**config.mk**
```make
export PLATFORM = sky130hd
export DESIGN_NAME = acts_channel_cfg
export DESIGN_NICKNAME = d
export VERILOG_FILES = /design/src/acts_channel_cfg.v
export VERILOG_INCLUDE_DIRS = /design/src
export SDC_FILE = /design/constraint.sdc
export NUM_CORES = 1
export LEC_CHECK = 0
export BUFFER_PORTS_ARGS = -buffer_cell sky130_fd_sc_hd__buf_2
export CAP_MARGIN = 20
export CORE_UTILIZATION = 49
export CTS_BUF_LIST = sky130_fd_sc_hd__clkbuf_16
export DETAILED_ROUTE_END_ITERATION = 7
export PLACE_DENSITY = 0.79
export RECOVER_POWER = 100
export SYNTH_ARGS = -nofsm -noshare
export SYNTH_HDL_FRONTEND = slang
export SYNTH_SLANG_ARGS = --single-unit
```
**constraint.sdc**
```tcl
create_clock -name hclk -period 4.2 [get_ports hclk]
set_input_delay 0.42 -clock hclk [delete_from_list [all_inputs] [get_ports hclk]]
set_output_delay 0.42 -clock hclk [all_outputs]
set_load 0.03 [all_outputs]
```
**src/acts_regs.vh**
```
// register map, field layout and reset values of the channel trigger/sign block
`ifndef ACTS_REGS_VH
`define ACTS_REGS_VH

`define ACTS_OFS_LVL_LO    12'h000
`define ACTS_OFS_LVL_HI    12'h004
`define ACTS_OFS_EIE_LO    12'h008
`define ACTS_OFS_EIE_HI    12'h00c
`define ACTS_OFS_EIS_LO    12'h010
`define ACTS_OFS_EIS_HI    12'h014
`define ACTS_OFS_MOD0_LO   12'h018
`define ACTS_OFS_MOD0_HI   12'h01c
`define ACTS_OFS_MOD1_LO   12'h020
`define ACTS_OFS_IRQ_STAT  12'h024
`define ACTS_OFS_IRQ_CLR   12'h028
`define ACTS_OFS_IRQ_EN    12'h02c
`define ACTS_OFS_RDY_LO    12'h030
`define ACTS_OFS_RDY_HI    12'h034

`define ACTS_HI_MASK       16'h001f
`define ACTS_MOD_EVEN_MASK 16'h5555
`define ACTS_MOD1_MASK     16'h0155
`define ACTS_RESET_VAL     16'h0000

// interrupt status bits: early irq, result ready
`define ACTS_IRQ_EARLY     0
`define ACTS_IRQ_READY     1
`define ACTS_IRQ_W         2

`endif
```
**src/acts_channel_cfg.v**
```verilog
// per-channel trigger mode, early interrupt and sign selection with ahb-lite registers
`timescale 1ns/100ps
`include "acts_regs.vh"

module acts_channel_cfg #(
  parameter NCH = 21,
  parameter RW  = 12
) (
  // clock and reset
  input  wire                hclk,
  input  wire                hresetn,
  // ahb-lite slave
  input  wire                hsel,
  input  wire [11:0]         haddr,
  input  wire [1:0]          htrans,
  input  wire                hwrite,
  input  wire [2:0]          hsize,
  input  wire                hready,
  input  wire [31:0]         hwdata,
  output reg  [31:0]         hrdata,
  output reg                 hreadyout,
  output reg                 hresp,
  // converter core side (same clock)
  input  wire [NCH-1:0]      chan_trigger,
  input  wire [NCH-1:0]      conv_busy,
  input  wire [NCH-1:0]      early_event,
  input  wire                result_valid,
  input  wire [4:0]          result_chan,
  input  wire [RW-1:0]       result_raw,
  input  wire                buf_read,
  input  wire [4:0]          buf_read_chan,
  // outputs
  output reg  [NCH-1:0]      conv_start_ff,
  output reg                 fmt_valid_ff,
  output reg  [4:0]          fmt_chan_ff,
  output reg  [15:0]         fmt_data_ff,
  output reg  [NCH-1:0]      ready_ff,
  output reg                 irq
);

  localparam ST_IDLE = 1'b0;
  localparam ST_DATA = 1'b1;

  reg [NCH-1:0]            lvl_sel_ff;
  reg [NCH-1:0]            eie_ff;
  reg [NCH-1:0]            eis_ff;
  reg [NCH-1:0]            sign_ff;
  reg [NCH-1:0]            trig_d_ff;
  reg [`ACTS_IRQ_W-1:0]    ist_ff;
  reg [`ACTS_IRQ_W-1:0]    ien_ff;
  reg                      st_ff;
  reg                      wr_ff;
  reg [11:0]               addr_ff;
  reg [NCH-1:0]            nxt_eis;
  reg [NCH-1:0]            nxt_ready;
  reg [NCH-1:0]            nxt_start;
  reg [NCH-1:0]            nxt_lvl;
  reg [NCH-1:0]            nxt_eie;
  reg [NCH-1:0]            nxt_sign;
  reg [`ACTS_IRQ_W-1:0]    nxt_ist;
  reg [`ACTS_IRQ_W-1:0]    nxt_ien;
  reg [15:0]               rd_val;
  reg                      early_any;
  integer                  i;

  // spread 8 sign bits onto the even positions of a 16-bit word
  function [15:0] spread8;
    input [7:0] v;
    integer k;
    begin
      spread8 = 16'h0000;
      for (k = 0; k < 8; k = k + 1)
        spread8[2*k] = v[k];
    end
  endfunction

  // gather even positions of a written word back into 8 sign bits
  function [7:0] gather8;
    input [15:0] v;
    integer k;
    begin
      gather8 = 8'h00;
      for (k = 0; k < 8; k = k + 1)
        gather8[k] = v[2*k];
    end
  endfunction

  // one-hot decode of a channel number, used for results and buffer reads
  function [NCH-1:0] chan_dec;
    input [4:0] c;
    integer k;
    begin
      chan_dec = {NCH{1'b0}};
      for (k = 0; k < NCH; k = k + 1)
        if (c == k[4:0])
          chan_dec[k] = 1'b1;
    end
  endfunction

  wire addr_take = hsel & hready & htrans[1];
  wire wr_now    = (st_ff == ST_DATA) & wr_ff;
  wire [15:0] wd = hwdata[15:0];
  // a read is decoded in its address phase; hsize is ignored, every access is a word
  wire        rd_take  = addr_take & ~hwrite;
  wire [11:0] rd_addr  = {haddr[11:2], 2'b00};
  wire [7:0]  wd_even  = gather8(wd);
  // channel numbers above the last input format as unsigned
  wire        res_sign = (result_chan < NCH) ? sign_ff[result_chan] : 1'b0;
  wire [NCH-1:0] buf_clr = buf_read ? chan_dec(buf_read_chan) : {NCH{1'b0}};
  wire [NCH-1:0] res_set = result_valid ? chan_dec(result_chan) : {NCH{1'b0}};

  // trigger qualification and flag updates
  always @*
  begin
    // edge mode: a rise that lands while the channel is busy is dropped, not queued
    nxt_start = {NCH{1'b0}};
    for (i = 0; i < NCH; i = i + 1)
    begin
      if (lvl_sel_ff[i])
        nxt_start[i] = chan_trigger[i] & ~conv_busy[i];
      else
        nxt_start[i] = chan_trigger[i] & ~trig_d_ff[i] & ~conv_busy[i];
    end
    // an early event in the same cycle as the buffer read wins over the clear
    nxt_eis = (eis_ff & ~buf_clr) | (early_event & eie_ff);
    if (wr_now && addr_ff == `ACTS_OFS_EIS_LO)
      nxt_eis[15:0] = nxt_eis[15:0] & wd | (early_event[15:0] & eie_ff[15:0]);
    if (wr_now && addr_ff == `ACTS_OFS_EIS_HI)
      nxt_eis[NCH-1:16] = nxt_eis[NCH-1:16] & wd[4:0]
                          | (early_event[NCH-1:16] & eie_ff[NCH-1:16]);
    nxt_ready = (ready_ff & ~buf_clr) | res_set;
    early_any = |(early_event & eie_ff);
    // a write-one clear and a new event in one cycle: the event wins
    nxt_ist = ist_ff;
    if (wr_now && addr_ff == `ACTS_OFS_IRQ_CLR)
      nxt_ist = ist_ff & ~wd[`ACTS_IRQ_W-1:0];
    nxt_ist[`ACTS_IRQ_EARLY] = nxt_ist[`ACTS_IRQ_EARLY] | early_any;
    nxt_ist[`ACTS_IRQ_READY] = nxt_ist[`ACTS_IRQ_READY] | result_valid;
  end

  // register write decode; the read mux below works on these next values
  always @*
  begin
    nxt_lvl  = lvl_sel_ff;
    nxt_eie  = eie_ff;
    nxt_sign = sign_ff;
    nxt_ien  = ien_ff;
    if (wr_now)
    begin
      // only even bits reach the sign register; odd and upper bits read back zero
      case (addr_ff)
        `ACTS_OFS_LVL_LO:  nxt_lvl[15:0]      = wd;
        `ACTS_OFS_LVL_HI:  nxt_lvl[NCH-1:16]  = wd[NCH-17:0];
        `ACTS_OFS_EIE_LO:  nxt_eie[15:0]      = wd;
        `ACTS_OFS_EIE_HI:  nxt_eie[NCH-1:16]  = wd[NCH-17:0];
        `ACTS_OFS_MOD0_LO: nxt_sign[7:0]      = wd_even;
        `ACTS_OFS_MOD0_HI: nxt_sign[15:8]     = wd_even;
        `ACTS_OFS_MOD1_LO: nxt_sign[NCH-1:16] = wd_even[NCH-17:0];
        `ACTS_OFS_IRQ_EN:  nxt_ien            = wd[`ACTS_IRQ_W-1:0];
        default:           nxt_ien            = ien_ff;
      endcase
    end
  end

  // read mux on the address-phase address, over the values registers take at that edge
  always @*
  begin
    case (rd_addr)
      `ACTS_OFS_LVL_LO:   rd_val = nxt_lvl[15:0];
      `ACTS_OFS_LVL_HI:   rd_val = {11'h000, nxt_lvl[NCH-1:16]};
      `ACTS_OFS_EIE_LO:   rd_val = nxt_eie[15:0];
      `ACTS_OFS_EIE_HI:   rd_val = {11'h000, nxt_eie[NCH-1:16]};
      `ACTS_OFS_EIS_LO:   rd_val = nxt_eis[15:0];
      `ACTS_OFS_EIS_HI:   rd_val = {11'h000, nxt_eis[NCH-1:16]};
      `ACTS_OFS_MOD0_LO:  rd_val = spread8(nxt_sign[7:0]);
      `ACTS_OFS_MOD0_HI:  rd_val = spread8(nxt_sign[15:8]);
      `ACTS_OFS_MOD1_LO:  rd_val = spread8({3'h0, nxt_sign[NCH-1:16]});
      `ACTS_OFS_IRQ_STAT: rd_val = {14'h0000, nxt_ist};
      `ACTS_OFS_IRQ_EN:   rd_val = {14'h0000, nxt_ien};
      `ACTS_OFS_RDY_LO:   rd_val = nxt_ready[15:0];
      `ACTS_OFS_RDY_HI:   rd_val = {11'h000, nxt_ready[NCH-1:16]};
      default:            rd_val = 16'h0000;
    endcase
  end

  // bus slave: zero wait states, always okay
  always @(posedge hclk or negedge hresetn)
  begin
    if (!hresetn)
    begin
      st_ff     <= ST_IDLE;
      wr_ff     <= 1'b0;
      addr_ff   <= 12'h000;
      hreadyout <= 1'b1;
      hresp     <= 1'b0;
    end
    else
    begin
      hreadyout <= 1'b1;
      hresp     <= 1'b0;
      case (st_ff)
        ST_IDLE:
        begin
          if (addr_take)
          begin
            st_ff   <= ST_DATA;
            wr_ff   <= hwrite;
            addr_ff <= {haddr[11:2], 2'b00};
          end
        end
        ST_DATA:
        begin
          if (addr_take)
          begin
            wr_ff   <= hwrite;
            addr_ff <= {haddr[11:2], 2'b00};
          end
          else
            st_ff <= ST_IDLE;
        end
        default:
          st_ff <= ST_IDLE;
      endcase
    end
  end

  // read data is registered at the address phase from the post-update register view,
  // so a read straight behind a write to the same register already returns new data
  always @(posedge hclk or negedge hresetn)
  begin
    if (!hresetn)
      hrdata <= 32'h00000000;
    else if (rd_take)
      hrdata <= {16'h0000, rd_val};
  end

  // configuration registers, loaded from the write decode above
  always @(posedge hclk or negedge hresetn)
  begin
    if (!hresetn)
    begin
      lvl_sel_ff <= {NCH{1'b0}};
      eie_ff     <= {NCH{1'b0}};
      sign_ff    <= {NCH{1'b0}};
      ien_ff     <= {`ACTS_IRQ_W{1'b0}};
    end
    else
    begin
      lvl_sel_ff <= nxt_lvl;
      eie_ff     <= nxt_eie;
      sign_ff    <= nxt_sign;
      ien_ff     <= nxt_ien;
    end
  end

  // channel state and formatted results
  always @(posedge hclk or negedge hresetn)
  begin
    if (!hresetn)
    begin
      eis_ff        <= {NCH{1'b0}};
      trig_d_ff     <= {NCH{1'b0}};
      ist_ff        <= {`ACTS_IRQ_W{1'b0}};
      conv_start_ff <= {NCH{1'b0}};
      ready_ff      <= {NCH{1'b0}};
      fmt_valid_ff  <= 1'b0;
      fmt_chan_ff   <= 5'h00;
      fmt_data_ff   <= 16'h0000;
      irq           <= 1'b0;
    end
    else
    begin
      trig_d_ff     <= chan_trigger;
      conv_start_ff <= nxt_start;
      eis_ff        <= nxt_eis;
      ready_ff      <= nxt_ready;
      ist_ff        <= nxt_ist;
      irq           <= |(ist_ff & ien_ff);
      // signed: offset binary flipped to two's complement and sign extended
      fmt_valid_ff <= result_valid;
      fmt_chan_ff  <= result_chan;
      if (result_valid)
      begin
        if (res_sign)
          fmt_data_ff <= {{(16-RW){~result_raw[RW-1]}},
                          ~result_raw[RW-1], result_raw[RW-2:0]};
        else
          fmt_data_ff <= {{(16-RW){1'b0}}, result_raw};
      end
    end
  end

endmodule

```
**Word level (Yosys, flattened, before mapping)**

Cells that the tools add are included.

- Magnitude comparators: 2
- Equal/unequal tests: 62
- Muxes and demuxes: 88
- Bitwise logic cells: 128
- Reduce and logical (&&, ||, !) cells: 9

Operator list:

| kind | count |
|---|---|
| 16-bit case mux with 13 select lines | 1 |
| 21-bit 2-to-1 mux | 5 |
| 5-bit by 4-bit == test with 1-bit output, second input constant | 16 |
| 1-bit AND | 67 |
| 1-bit 2-to-1 mux | 67 |
| 16-bit 2-to-1 mux | 4 |
| 21-bit AND | 3 |
| 10-bit by 4-bit == test with 1-bit output, second input constant | 5 |
| 5-bit == test, second input constant | 10 |
| 12-bit by 5-bit == test with 1-bit output, second input constant | 4 |
| 1-bit NOT | 44 |
| 21-bit bitwise OR | 2 |
| 10-bit by 3-bit == test with 1-bit output, second input constant | 4 |
| 5-bit by 3-bit == test with 1-bit output, second input constant | 8 |
| 12-bit by 6-bit == test with 1-bit output, second input constant | 3 |
| 16-bit AND | 2 |
| 12-bit by 4-bit == test with 1-bit output, second input constant | 2 |
| 12-bit logical NOT | 2 |
| 21-bit NOT | 1 |
| 21-bit OR reduction | 1 |
| 10-bit by 2-bit == test with 1-bit output, second input constant | 2 |
| 5-bit by 2-bit == test with 1-bit output, second input constant | 4 |
| 5-bit 2-to-1 mux | 4 |
| 8-bit 2-to-1 mux | 2 |
| 17 further kinds | 26 |

- Register bits after elaboration: 204
- Input port bits: 141

**Depth between registers and ports, before layout**

- Depth after elaboration: 10
- Depth in mapped cells: 8
- Depth with buffers taken out: 7

**Worst setup path before layout**

No wires, ideal clock.

- Path type: in2reg
- From: input result_chan[0]
- To: register fmt_data_ff[14]
- Setup time: 0.125 ns
- Arrival time: 2.273 ns
- Data required time: 4.075 ns
- Path slack: 1.802 ns
- Stages on the path: 7
- Path buffers: 1
- Path through: buf_1 -> mux4_2 -> mux4_2 -> inv_1 -> o21ai_0 -> ha_1 -> mux2_2

- Longest elaborated chain between the ends: 4

Ends and longest elaborated chain:

| item | RTL line | source |
|---|---|---|
| start, declared | acts_channel_cfg.v:28 | `input wire [4:0] result_chan,` |
| 1-bit binary-select mux with 5-bit select | acts_channel_cfg.v:108 | `wire res_sign = (result_chan < NCH) ? sign_ff[result_chan] : 1'b0;` |
| 1-bit 2-to-1 mux (implied by the code) | acts_channel_cfg.v:108 |  |
| 1-bit 2-to-1 mux * | acts_channel_cfg.v:108 |  |
| 16-bit 2-to-1 mux * | acts_channel_cfg.v:284 | `if (res_sign)` |
| end signal, assigned | acts_channel_cfg.v:285 | `fmt_data_ff <= {{(16-RW){~result_raw[RW-1]}},` |
| end signal, assigned | acts_channel_cfg.v:288 | `fmt_data_ff <= {{(16-RW){1'b0}}, result_raw};` |
| end, declared | acts_channel_cfg.v:36 | `output reg [15:0] fmt_data_ff,` |

Mark *: on every way between the ends. The rest lies on a longest branch, timed or not. The select of a mux whose other input is x is not followed.
A chain may end at the register's enable or synchronous reset.

**Worst setup path after layout**

- From: register addr_ff[10]
- To: register hrdata[2]

- Longest elaborated chain between the ends: 4

Ends and longest elaborated chain:

| item | RTL line | source |
|---|---|---|
| start, declared | acts_channel_cfg.v:53 | `reg [11:0] addr_ff;` |
| start signal, assigned | acts_channel_cfg.v:208 | `addr_ff <= {haddr[11:2], 2'b00};` |
| start signal, assigned | acts_channel_cfg.v:216 | `addr_ff <= {haddr[11:2], 2'b00};` |
| 12-bit logical NOT | acts_channel_cfg.v:151 | `case (addr_ff)` |
| 16-bit 2-to-1 mux | acts_channel_cfg.v:151 |  |
| 21-bit 2-to-1 mux | acts_channel_cfg.v:148 | `if (wr_now)` |
| via nxt_lvl[2] | acts_channel_cfg.v:57 | `reg [NCH-1:0] nxt_lvl;` |
| 16-bit case mux with 13 select lines | acts_channel_cfg.v:168 | `case (rd_addr)` |
| end signal, assigned | acts_channel_cfg.v:234 | `hrdata <= {16'h0000, rd_val};` |
| end, declared | acts_channel_cfg.v:20 | `output reg [31:0] hrdata,` |

The timed path passes the listed nets, and every way through them passes these cells.

==> results.cfg <==
[status]
status = finished, violations left
violations = max-capacitance violations, max-slew violations

[layout]
nets = 1075
final_common_cell = dfrtp_1
syn2layout_area_growth_pct = 18.4
layout-drive-gt1-share_pct = 22.6
final_cell_mix = dfrtp_1 (199), buf_2 (105), clkbuf_1 (95)
n_antenna_cell = 0

[drt]
via_count = 7140
drt_iter0_drc = 826
drcViolationCount = 0
first_pass_iters = 5
antenna_left = 0
routed_wl_mm = 25.7
wl_per_cell_um = 22.0
viasPerCell = 6.10

[yosys]
yosys.area.top_type = dfrtp_1
synth_xor_area_share_pct = 0
syn_area_per_cell_um2 = 12.0
synthesis.area_mm2 = 0.00887
synth.top_cells.by_area = dfrtp_1 (56%), mux2_2 (11%), nand2_1 (3.6%), nor2b_1 (2.1%), buf_4 (1.8%)
synth_top_family_by_area = simple AND/OR/NAND/NOR gates
syn_inst = 738
synth_compound_area_share_pct = 11.7
ys_seq_area_share_pct = 56.1
async_reset_ff_share_pct = 100
yosysUniqueCellTypes = 59
synth-warning-count = 0
yosys.area_share.simple_pct = 16.0
yosys.area.top_type_share_pct = 56.1
synth_fa_ha_area_share_pct = 0.141
synth_flop_cell = dfrtp_1
synth_edf_count = 0
muxShareOfSynthArea_pct = 12.4
ys_ff_latch = 199

[sta]
max_slew.worst_pin.slew_ps = 2520
fmax_mhz = 318
fin_crit_sh_pct = 74.9
drv_slew = 100
clock_skew_ps = 9.22
hold_viol = 0
final.setup.worst_slack_ps = 1060
slew_headroom_pct = -68.3
finalSetupViolations = 0
finalCriticalPeriod_ps = 3140
setup_tns_ps = 0
whs_ps = 83.2
grt_setup_unrepaired = no

[clock_network]
cts_resized = 0
cts_tree = done
cts_buffers = 17
max-clock-path-buffers = 2
path_clk_slew_ps = 70
post_cts_buffers = 0
htreeDepth = 4
clk_latency_ps = 450
cts.root.buffer_cell = clkbuf_16
postCtsHoldBufs = 0
cts_sinks = 199

[critical_path]
timing.rr.start = addr_ff[10]
start_kind = flop
critical_path.endpoint_type = flop
crit_chain = nor4_1, nand3_2, mux2_2, and2_0, a211oi_1, a41oi_1
cp_max_fo = 16
critical-path-max-stage-delay_ps = 670
worstPathArrival_ps = 3450
crit_start = addr_ff[10]
critical_path_class = reg2reg
slowest_stage = nand3_2
worstPathRequired_ps = 4510

[worst_hold_path]
worstHoldPathType = in2reg
worstHoldStart = chan_trigger[19]

[grt]
grt_pass1_wl_mm = 38.8
grt_pass1_vias = 6993
grt_usage_pct = 28.5
grt_max_degree = 101
antenna_found_initial = 0
grt_overflow = 0

[pwr]
p_leak_uw = 0.00439
irDropWorstVdd_v = 0.000314
power_density_mw_per_mm2 = 428

[placement]
dp_hpwl_mm = 18.4
place_ws_ps = 1240
io_buffers = 199
globalplace.congestion = 0.932

[floorplan]
start_util_pct = 50.8
rows = 48
die-area_mm2 = 0.0186
die_w_um = 137
core_mm2 = 0.0175
io_pins = 240
die_y_um = 137

[job]
drv_cap = 1
-- Yosys cell counts, types with 16 or more instances --
cell and n:
dfrtp_1 199, mux2_2 84, nand2_1 84, nor2b_1 30, a21oi_1 24, buf_4 21, clkbuf_1 21, nand3_1 21
nor3b_1 21, o21ai_0 18, a22o_1 16
-- worst max-delay path, delay by kind of cell (launching register included) --
family / cells / cell delay [ps]
muxes: 1 / 500
AOI/OAI and AO/OA: 2 / 620
and+or+nand+nor: 3 / 1430
DFF: 1 / 430
-- report_power, final --
group	total, uW	internal [uW]	switching, uW
clock network	1690	941	751
registers	2150	2060	86.3
logic	657	203	454
-- flip-flops by register name (all words and copies together) (netlist names), 5 cells and up --
register and cells:
conv_start_ff 21, eie_ff 21, eis_ff 21, lvl_sel_ff 21, ready_ff 21, sign_ff 21, trig_d_ff 21, hrdata 16
fmt_data_ff 13, addr_ff 10, fmt_chan_ff 5
-- final timing paths --
path                            cells after the start               to  slack [ps]
worst max-delay path                                6        hrdata[2]        1060
worst min-delay path                                1    trig_d_ff[19]          80
worst max register to register                      6        hrdata[2]        1060
worst min register to register                      1  fmt_data_ff[10]         510
max in group asynchronous                           2   fmt_data_ff[1]        1620
min in group asynchronous                           1    trig_d_ff[19]         710
-- per-stage QoR --
stage / total power [uW] / util, % / cell area, um^2 / instances
after floorplan: 2590 / - / 8930 / 754
after global placement: 2840 / 57.6 / 10100 / 1139
after detailed placement: 2860 / 57.6 / 10100 / 1139
after CTS: 4540 / 61.0 / 10700 / 1171
after global routing: 4650 / 60.1 / 10500 / 1171
final: 4500 / 60.1 / 10500 / 1171
-- per-layer routing --
metal | up-vias | track usage [%] | part of all wire (%)
li1 | 3112 | - | -
met1 | 3527 | 37.1 | 40
met2 | 426 | 45.6 | 46
met3 | 75 | 7.19 | 9.9
met4 | 0 | 11.7 | 3.6
met5 | - | 0 | 0
-- cells by family (layout without fill, tap and decap cells) --
group,after synthesis,count (layout)
compound gates,138,138
fa+ha+maj,1,1
buf+inv,60,252
flops,199,199
mux,92,92
other cells,2,18
simple gates,246,246
-- final cells by class --
type,count,area [um^2]
fill,1466,6970
sequential,199,4980
multi-input combinational,495,3650
timing repair buffer,210,965
clock buffer,17,425
tap,225,282
clock inverter,15,174
inverter,10,37.5
Note: power is estimated with default switching activity, not from simulation.
